===== src/pkg/gst_pkg.sv =====
// constants, register map and clock-source codes of the gated sixteen bit timer
package gst_pkg;
  // clock timing
  localparam int CLK_PERIOD_NS = 10;                       // aclk is the oscillator
  localparam int INSTR_NS      = 40;                       // one instruction cycle
  localparam int INSTR_CYC     = INSTR_NS / CLK_PERIOD_NS; // oscillator cycles per instruction
  localparam logic [1:0] INSTR_LAST = 2'(INSTR_CYC - 1);   // last phase of an instruction

  // register byte addresses
  localparam logic [7:0] ADDR_CTRL     = 8'h00; // timer_control_reg
  localparam logic [7:0] ADDR_CLK_SEL  = 8'h04; // timer_clock_select_reg
  localparam logic [7:0] ADDR_GATE_SEL = 8'h08; // timer_gate_control_reg
  localparam logic [7:0] ADDR_CNT_LO   = 8'h0C; // count_low_byte
  localparam logic [7:0] ADDR_CNT_HI   = 8'h10; // count_high_byte
  localparam logic [7:0] ADDR_STATUS   = 8'h14; // read-only state

  // control field positions
  localparam int CTRL_ON_BIT    = 0; // counter_on_bit
  localparam int CTRL_GE_BIT    = 1; // gate_enable_bit
  localparam int CTRL_ASYNC_BIT = 2; // external edges count at once instead of waiting for an instruction boundary
  localparam int CTRL_GPOL_BIT  = 3; // gate active level
  localparam int CTRL_PS_LSB    = 4; // two-bit prescale field, divide by 1,2,4,8

  // status field positions
  localparam int STAT_GATE_BIT  = 0;
  localparam int STAT_ARMED_BIT = 1;
  localparam int STAT_RUN_BIT   = 2;

  // reset values
  localparam logic [7:0]  CTRL_RST     = 8'h00;
  localparam logic [3:0]  CLK_SEL_RST  = 4'h1;
  localparam logic [3:0]  GATE_SEL_RST = 4'h0;
  localparam logic [15:0] CNT_RST      = 16'h0000;

  // clock source codes
  localparam logic [3:0] CS_EXT   = 4'h0; // external_count_input edges
  localparam logic [3:0] CS_FOSC4 = 4'h1; // instruction clock
  localparam logic [3:0] CS_FOSC  = 4'h2; // undivided oscillator

  // gate source count; the external clock input rides one bit above them
  localparam int GATE_SRCS = 14;

  // bus answers
  localparam logic [1:0] RESP_OKAY   = 2'h0;
  localparam logic [1:0] RESP_SLVERR = 2'h2;
endpackage


===== src/hw/gst_sync2.sv =====
// two flip-flop synchroniser for a group of unrelated asynchronous levels
`timescale 1ns/1ps
module gst_sync2 #(
  parameter int W = 1
) (
  // clock and reset
  input  wire logic         aclk,
  input  wire logic         aresetn,
  // levels
  input  wire logic [W-1:0] din,
  output logic      [W-1:0] dout
);
  logic [W-1:0] meta_q; // first stage, read only by the second

  // each bit is an independent level, so no bus coherence is claimed
  always_ff @(posedge aclk)
  begin
    if (!aresetn)
    begin
      meta_q <= '0;
      dout   <= '0;
    end
    else
    begin
      meta_q <= din;
      dout   <= meta_q;
    end
  end
endmodule // gst_sync2


===== src/hw/gst_timer.sv =====
// gated sixteen bit timer with an AXI4-Lite register slave
//
// How it works
// - sixteen-bit count, byte writes update it immediately
// - internal source times instructions, external counts edges
// - on and gate-enable pick off, always-on, gated
// - four-bit field selects the counting clock source
// - internal clock divided by the prescaler
// - undivided oscillator adds four per instruction
// - gate chosen from many asynchronous event sources
// - first rising edge ignored until falling seen
// - external input counts on its rising edge
// - external input synchronised or free-running, selectable
`timescale 1ns/1ps
module gst_timer
  import gst_pkg::*;
(
  // clock and reset
  input  wire logic        aclk,
  input  wire logic        aresetn,
  // write address channel
  input  wire logic [7:0]  s_axi_awaddr,
  input  wire logic        s_axi_awvalid,
  output logic             s_axi_awready,
  // write data channel
  input  wire logic [31:0] s_axi_wdata,
  input  wire logic [3:0]  s_axi_wstrb,
  input  wire logic        s_axi_wvalid,
  output logic             s_axi_wready,
  // write response channel
  output logic [1:0]       s_axi_bresp,
  output logic             s_axi_bvalid,
  input  wire logic        s_axi_bready,
  // read address channel
  input  wire logic [7:0]  s_axi_araddr,
  input  wire logic        s_axi_arvalid,
  output logic             s_axi_arready,
  // read data channel
  output logic [31:0]      s_axi_rdata,
  output logic [1:0]       s_axi_rresp,
  output logic             s_axi_rvalid,
  input  wire logic        s_axi_rready,
  // asynchronous gate sources
  input  wire logic        gate_pin,
  input  wire logic        timer_zero_output,
  input  wire logic [1:0]  sibling_counter_output,
  input  wire logic [2:0]  period_timer_output,
  input  wire logic [1:0]  capture_compare_output,
  input  wire logic [1:0]  pulse_width_output,
  input  wire logic [1:0]  comparator_output,
  input  wire logic        zero_cross_output,
  // external clock pin
  input  wire logic        external_count_input
);
  // bus state
  logic        awready_q, awready_d;  // write handshake pulse
  logic        bvalid_q,  bvalid_d;   // write answer pending
  logic [1:0]  bresp_q,   bresp_d;
  logic        arready_q, arready_d;  // read handshake pulse
  logic        rvalid_q,  rvalid_d;   // read answer pending
  logic [31:0] rdata_q,   rdata_d;
  logic [1:0]  rresp_q,   rresp_d;
  logic [31:0] rd_mux;                // read data of araddr
  logic        rd_hit;                // araddr is mapped
  // timer state
  logic [7:0]  ctrl_q,     ctrl_d;     // timer_control_reg
  logic [3:0]  clk_sel_q,  clk_sel_d;  // timer_clock_select_reg
  logic [3:0]  gate_sel_q, gate_sel_d; // timer_gate_control_reg
  logic [15:0] cnt_q,      cnt_d;      // live count
  logic [1:0]  ic_q,       ic_d;       // instruction phase
  logic [2:0]  ps_q,       ps_d;       // prescaler count
  logic        ext_prev_q, ext_prev_d; // last synced external level
  logic        armed_q,    armed_d;    // falling edge seen
  logic        pend_q,     pend_d;     // synced edge waiting for instruction
  // decoded controls
  logic        wr_en, wr_lo, wr_hi, cnt_wr;
  logic        on_bit, ge_bit, async_bit, count_en, gate_act, src_tick, inc;
  logic [2:0]  ps_mask;
  logic        ext_rise, ext_fall, ext_s;
  logic [GATE_SRCS:0] sync_all; // gate sources plus external input

  // every asynchronous level passes two flip-flops before any logic
  gst_sync2 #(.W(GATE_SRCS + 1)) u_sync (
    .aclk    (aclk),
    .aresetn (aresetn),
    .din     ({external_count_input, zero_cross_output, comparator_output,
                pulse_width_output, capture_compare_output, period_timer_output,
                sibling_counter_output, timer_zero_output, gate_pin}),
    .dout    (sync_all)
  );

  assign ext_s = sync_all[GATE_SRCS];

  // write lands in the cycle of the address and data handshake
  assign wr_en  = awready_q && s_axi_wstrb[0];
  assign wr_lo  = wr_en && (s_axi_awaddr == ADDR_CNT_LO);
  assign wr_hi  = wr_en && (s_axi_awaddr == ADDR_CNT_HI);
  assign cnt_wr = wr_lo || wr_hi;

  // read decode; unmapped addresses answer slave error with zero data
  always_comb
  begin
    rd_mux = 32'h0000_0000;
    rd_hit = 1'b1;
    case (s_axi_araddr)
      ADDR_CTRL:     rd_mux[7:0] = ctrl_q;
      ADDR_CLK_SEL:  rd_mux[3:0] = clk_sel_q;
      ADDR_GATE_SEL: rd_mux[3:0] = gate_sel_q;
      ADDR_CNT_LO:   rd_mux[7:0] = cnt_q[7:0];
      ADDR_CNT_HI:   rd_mux[7:0] = cnt_q[15:8];
      ADDR_STATUS:
      begin
        rd_mux[STAT_GATE_BIT]  = gate_act;
        rd_mux[STAT_ARMED_BIT] = armed_q;
        rd_mux[STAT_RUN_BIT]   = count_en;
      end
      default:       rd_hit = 1'b0;
    endcase
  end

  // bus next state: one write and one read in flight at most
  always_comb
  begin
    awready_d = s_axi_awvalid && s_axi_wvalid && !awready_q && !bvalid_q;
    bvalid_d  = bvalid_q ? !s_axi_bready : awready_q;
    bresp_d   = bresp_q;
    if (awready_q)
    begin
      bresp_d = (s_axi_awaddr <= ADDR_CNT_HI && s_axi_awaddr[1:0] == 2'h0)
                ? RESP_OKAY : RESP_SLVERR; // status is read-only
    end
    arready_d = s_axi_arvalid && !arready_q && !rvalid_q;
    rvalid_d  = rvalid_q ? !s_axi_rready : arready_q;
    rdata_d   = rdata_q;
    rresp_d   = rresp_q;
    if (arready_q)
    begin
      rdata_d = rd_mux;
      rresp_d = rd_hit ? RESP_OKAY : RESP_SLVERR;
    end
  end

  // bus registers
  always_ff @(posedge aclk)
  begin
    if (!aresetn)
    begin
      awready_q <= 1'b0;
      bvalid_q  <= 1'b0;
      bresp_q   <= RESP_OKAY;
      arready_q <= 1'b0;
      rvalid_q  <= 1'b0;
      rdata_q   <= 32'h0000_0000;
      rresp_q   <= RESP_OKAY;
    end
    else
    begin
      awready_q <= awready_d;
      bvalid_q  <= bvalid_d;
      bresp_q   <= bresp_d;
      arready_q <= arready_d;
      rvalid_q  <= rvalid_d;
      rdata_q   <= rdata_d;
      rresp_q   <= rresp_d;
    end
  end

  assign s_axi_awready = awready_q;
  assign s_axi_wready  = awready_q;
  assign s_axi_bvalid  = bvalid_q;
  assign s_axi_bresp   = bresp_q;
  assign s_axi_arready = arready_q;
  assign s_axi_rvalid  = rvalid_q;
  assign s_axi_rdata   = rdata_q;
  assign s_axi_rresp   = rresp_q;

  // decoded control fields
  assign on_bit    = ctrl_q[CTRL_ON_BIT];
  assign ge_bit    = ctrl_q[CTRL_GE_BIT];
  assign async_bit = ctrl_q[CTRL_ASYNC_BIT];
  // selects 14 and 15 have no source and keep the gate shut
  assign gate_act  = (gate_sel_q < 4'(GATE_SRCS))
                     && (sync_all[gate_sel_q] == ctrl_q[CTRL_GPOL_BIT]);
  assign count_en  = on_bit && (!ge_bit || gate_act);
  assign ext_rise  = ext_s && !ext_prev_q;
  assign ext_fall  = !ext_s && ext_prev_q;

  // prescale mask: the event passes when the low bits are all ones
  always_comb
  begin
    case (ctrl_q[CTRL_PS_LSB +: 2])
      2'h0:    ps_mask = 3'h0;
      2'h1:    ps_mask = 3'h1;
      2'h2:    ps_mask = 3'h3;
      default: ps_mask = 3'h7;
    endcase
  end

  // source events and timer next state
  always_comb
  begin
    ctrl_d     = ctrl_q;
    clk_sel_d  = clk_sel_q;
    gate_sel_d = gate_sel_q;
    ic_d       = ic_q + 2'h1;
    ext_prev_d = ext_s;
    armed_d    = armed_q;
    pend_d     = pend_q;
    src_tick   = 1'b0;
    // register writes other than the count
    if (wr_en && s_axi_awaddr == ADDR_CTRL)     ctrl_d     = s_axi_wdata[7:0];
    if (wr_en && s_axi_awaddr == ADDR_CLK_SEL)  clk_sel_d  = s_axi_wdata[3:0];
    if (wr_en && s_axi_awaddr == ADDR_GATE_SEL) gate_sel_d = s_axi_wdata[3:0];
    case (clk_sel_q)
      CS_FOSC4: src_tick = (ic_q == INSTR_LAST);
      CS_FOSC:  src_tick = 1'b1;
      CS_EXT:
      begin
        if (async_bit)
        begin
          src_tick = armed_q && ext_rise;
        end
        else
        begin
          // a synced edge waits for the next instruction boundary
          src_tick = pend_q && (ic_q == INSTR_LAST);
          if (src_tick)
          begin
            pend_d = 1'b0;
          end
          if (armed_q && ext_rise)
          begin
            pend_d = 1'b1;
          end
        end
        if (ext_fall)
        begin
          armed_d = 1'b1;
        end
      end
      default:  src_tick = 1'b0; // reserved codes stop the count
    endcase
    // disable forgets any fall; a count write too, unless a fall lands in that cycle
    if (!on_bit || cnt_wr)
    begin
      armed_d = on_bit && (clk_sel_q == CS_EXT) && ext_fall;
      pend_d  = 1'b0;
    end
    inc  = count_en && src_tick && ((ps_q & ps_mask) == ps_mask);
    ps_d = (count_en && src_tick) ? ps_q + 3'h1 : ps_q;
    cnt_d = inc ? cnt_q + 16'h0001 : cnt_q;
    // a write beats a same-cycle increment so software sees its value
    if (cnt_wr)
    begin
      ps_d = 3'h0;
    end
    if (wr_lo)
    begin
      cnt_d[7:0] = s_axi_wdata[7:0];
    end
    if (wr_hi)
    begin
      cnt_d[15:8] = s_axi_wdata[7:0];
    end
  end

  // timer registers
  always_ff @(posedge aclk)
  begin
    if (!aresetn)
    begin
      ctrl_q     <= CTRL_RST;
      clk_sel_q  <= CLK_SEL_RST;
      gate_sel_q <= GATE_SEL_RST;
      cnt_q      <= CNT_RST;
      ic_q       <= 2'h0;
      ps_q       <= 3'h0;
      ext_prev_q <= 1'b0;
      armed_q    <= 1'b0;
      pend_q     <= 1'b0;
    end
    else
    begin
      ctrl_q     <= ctrl_d;
      clk_sel_q  <= clk_sel_d;
      gate_sel_q <= gate_sel_d;
      cnt_q      <= cnt_d;
      ic_q       <= ic_d;
      ps_q       <= ps_d;
      ext_prev_q <= ext_prev_d;
      armed_q    <= armed_d;
      pend_q     <= pend_d;
    end
  end
endmodule // gst_timer


===== config.mk =====
export PLATFORM = sky130hd
export DESIGN_NAME = gst_timer
export DESIGN_NICKNAME = d
export VERILOG_FILES = /design/src/pkg/gst_pkg.sv /design/src/hw/gst_sync2.sv /design/src/hw/gst_timer.sv
export SDC_FILE = /design/constraint.sdc
export NUM_CORES = 1
export LEC_CHECK = 0
export CELL_PAD_IN_SITES_DETAIL_PLACEMENT = 0
export CELL_PAD_IN_SITES_GLOBAL_PLACEMENT = 1
export CORE_ASPECT_RATIO = 1.75
export CORE_MARGIN = 1
export CORE_UTILIZATION = 42
export DETAILED_ROUTE_END_ITERATION = 12
export DONT_BUFFER_PORTS = 1
export HOLD_SLACK_MARGIN = 0.15
export MAX_ROUTING_LAYER = met4
export PLACE_DENSITY_LB_ADDON = 0.12
export SLEW_MARGIN = 20
export SYNTH_ARGS = -nofsm -noshare
export SYNTH_HDL_FRONTEND = slang
export SYNTH_SLANG_ARGS = --single-unit

===== constraint.sdc =====
create_clock -name aclk -period 2.6 [get_ports aclk]
set_clock_uncertainty 0.2 [all_clocks]
set_input_delay 0.13 -clock aclk [delete_from_list [all_inputs] [get_ports aclk]]
set_output_delay 0.13 -clock aclk [all_outputs]
set_load 0.005 [all_outputs]

==> impl_metrics.py <==
metrics = {
    "power": {
        "power.clock.fraction_pct": 43.3,
        "p_leak_nw": 1.969,
        "ir_worst_vdd_mv": 0.6840,
        "pwr-share-seq_pct": 48.5,
        "power_switching_uw": 644.8,
        "power_mw": 2.831,
        "power.density_nw_per_um2": 556.1,
        "pwr-share-comb_pct": 8.2,
        "switching_share_pct": 22.78,
        "internal_power_mw": 2.186,
    },
    "hold_path": {
        "hp-class": "primary input to flop",
        "holdPathStages": 5,
    },
    "cts": {
        "cts_buffers": 9,
        "cts_num_sinks": 84,
        "cts_tree": "built",
        "root_buffer": "clkbuf_16",
        "postCtsSetupRepairBufs": 0,
        "clkLatencyLatePin_ns": 0.33,
        "path_clk_slew_ns": 0.06,
        "htreeDepth": 3,
        "cts_buffer_depth": 2,
    },
    "synthesis": {
        "synth_top_family_by_area": "simple AND/OR/NAND/NOR gates",
        "ys.flop_type": "dfxtp_1",
        "avgSynthCellArea_um2": 8.908,
        "synth_xor_area_share_pct": 2.447,
        "synth_compound_area_share_pct": 11.57,
        "synthArstFlopShare_pct": 0,
        "yosysSeqAreaShare_pct": 42.71,
        "synth_edf_count": 0,
        "yosysWarnings": 0,
        "synth_adder_area_share_pct": 0.9533,
        "synth_cell_types": 50,
        "syn_inst": 442,
        "synth_mux_area_share_pct": 10.49,
        "synthSimpleGateAreaFrac_pct": 23.07,
        "syn_area_um2": 3938,
        "ys_ff_latch": 84,
    },
    "global_routing": {
        "met3_usage_pct": 4.865,
        "gr-usage-met2_pct": 43.03,
        "track_usage_pct": 22.63,
        "antenna_found_initial": 0,
        "grt_max_degree": 65,
        "grt_first_pass_wirelength_um": 15700,
        "grt_pass1_vias": 3275,
        "top_usage_layer": "met2",
        "grt-ovfl-total": 0,
        "use_met1_pct": 20.54,
    },
    "critical_path": {
        "worstSetupEndpointType": "flop",
        "slowest_stage": "dlygate4sd3_1",
        "critPathArrivalTime_ns": 2.53,
        "startpoint_type": "primary input",
        "worstRegToRegCells": 10,
        "cpMostUsedCell": "dlygate4sd3_1",
        "path_cells": "dlygate4sd3_1, or4_4, nand2_1, dlygate4sd3_1, a41oi_1, dlygate4sd3_1",
        "crit_required_ns": 2.62,
        "worstSetupPathType": "primary input to flop",
        "critPathMaxStageDelay_ns": 0.60,
        "crit_fanout": 5,
    },
    "timing": {
        "slew_violations": 0,
        "worstMarginPinSlew_ns": 0.6555,
        "fin_crit_ns": 2.509,
        "slew_headroom_pct": 56.16,
        "final_min_period_over_clock_period_pct": 96.51,
        "max_freq_mhz": 398.5,
        "hold_slack_ns": 0.1388,
        "fin_ws_ns": 0.09082,
        "hold_viol": 0,
        "setup_viol": 0,
    },
    "finish": {
        "final_common_cell": "dfxtp_1",
        "final_cells": 647,
        "utilization_pct": 55.99,
        "mostFrequentLayoutCells": "83 x dfxtp_1, 69 x dlygate4sd3_1, 48 x nor2_1",
        "drive_above_1_share_pct": 10.27,
        "fin_nets": 598,
        "syn_to_final_growth_pct": 29.30,
    },
    "flow_run": {
        "maxCapViolCount": 0,
    },
    "floorplanning": {
        "dieArea_um2": 9781,
        "num_rows": 46,
        "io_pins": 115,
        "die_height_um": 130.1,
        "coreArea_um2": 9094,
        "die_w_um": 75.19,
        "initial_core_util_pct": 43.30,
    },
    "placed_design": {
        "hpwl_um": 7068,
        "portBuffers": 0,
        "pre_cts_ws_ns": -0.1317,
        "placed_cells": 560,
        "gp_congestion": 0.8347,
    },
    "detailed_routing": {
        "drcViolationCount": 0,
        "wire_per_inst_um": 16.00,
        "drt_first_pass_iters": 4,
        "drt_iter0_markers": 194,
        "via_count": 3346,
        "viasPerCell": 5.172,
        "ant_nets": 0,
        "wl_um": 10350,
    },
    "status": {
        "status": "finished clean",
    },
}
## final cells by class
| type | count | area, µm² |
|---|---|---|
| Fill cell | 860 | 4003 |
| Multi-Input combinational cell | 324 | 2047 |
| Sequential cell | 84 | 1685 |
| Timing Repair Buffer | 92 | 879.6 |
| Clock buffer | 13 | 270.3 |
| Tap cell | 120 | 150.1 |
| Inverter | 10 | 37.54 |
| Clock inverter | 3 | 18.77 |
| Antenna cell | 1 | 2.502 |
## cell usage after synthesis, types with 7 or more instances
cell type,instances,area share (%)
xor2_1,8,1.8
mux2i_1,30,7.6
and3_1,8,1.3
buf_4,28,5.3
a211oi_1,8,1.5
o22ai_1,8,1.3
dfxtp_1,84,43
nand3_1,13,1.7
nand2_1,35,3.3
o21ai_0,15,1.9
a21oi_1,9,1.1
nor2_1,48,4.6
inv_1,9,0.86
nand4_1,9,1.4
clkbuf_1,15,1.4
o21ai_1,7,0.89
and2_1,33,5.2
## critical path: cells and delay by family
| kind | cells | cell delay, ns |
|---|---|---|
| buffers and inverters | 3 | 1.73 |
| AO/OA/AOI/OAI | 1 | 0.11 |
| AND/OR/NAND/NOR | 2 | 0.55 |
## state kept, by name, indices dropped and copies added, names as in the netlist
register       flops
ps_q               3
s_axi_bvalid       1
s_axi_rresp        1
u_sync.dout       15
clk_sel_q          4
s_axi_arready      1
s_axi_bresp        1
ic_q               2
s_axi_rdata        8
s_axi_awready      1
s_axi_rvalid       1
gate_sel_q         4
armed_q            1
ext_prev_q         1
cnt_q             16
pend_q             1
u_sync.meta_q     15
ctrl_q             8
## logic make-up after synthesis
kind of cell | after synthesis
other | 1
XOR/XNOR | 11
adder cells (fa/ha/maj) | 3
buffers and inverters | 59
flip-flops | 84
AND/OR/NAND/NOR | 177
multiplexers | 37
AO/OA/AOI/OAI | 70
## power groups by stage
stage | Combinational, mW | Clock, mW | Sequential [mW]
finish | 0.231 | 1.23 | 1.37
global route | 0.254 | 1.30 | 1.38
CTS | 0.225 | 1.25 | 1.38
detailed placement | 0.118 | 0 | 1.40
global placement | 0.114 | 0 | 1.40
floorplan | 0.142 | 0 | 1.39
## worst paths after layout
path / slack (ns) / startpoint / end
max: 0.09 / s_axi_awaddr[2] / s_axi_bresp[1]
min: 0.14 / s_axi_awaddr[3] / ctrl_q[2]
max reg2reg: 0.10 / gate_sel_q[1] / cnt_q[4]
min reg2reg: 0.22 / ic_q[0] / ic_q[0]
## through the flow
stage                     setup TNS [ns]  instance area, µm²
after floorplan                        0                4031
after global placement           -0.7937                4043
after detailed placement          -1.201                4043
after CTS                              0                5050
after global routing           -0.006324                5089
final                                  0                5091
## timing repair
item,CTS,global route
hold buffers,70,0
cloned,0,0
endpoints found under the setup margin,17,12
gates resized for setup,2,8
hold endpoints to repair,82,0
pin swaps,0,0
## routing by layer
metal / vias up / wire length [µm]
met2: 85 / 5868
li1: 1647 / -
met5: - / 0
met3: 25 / 322
met1: 1589 / 3815
met4: 0 / 344
No activity file was read; power rests on OpenSTA's default activity.
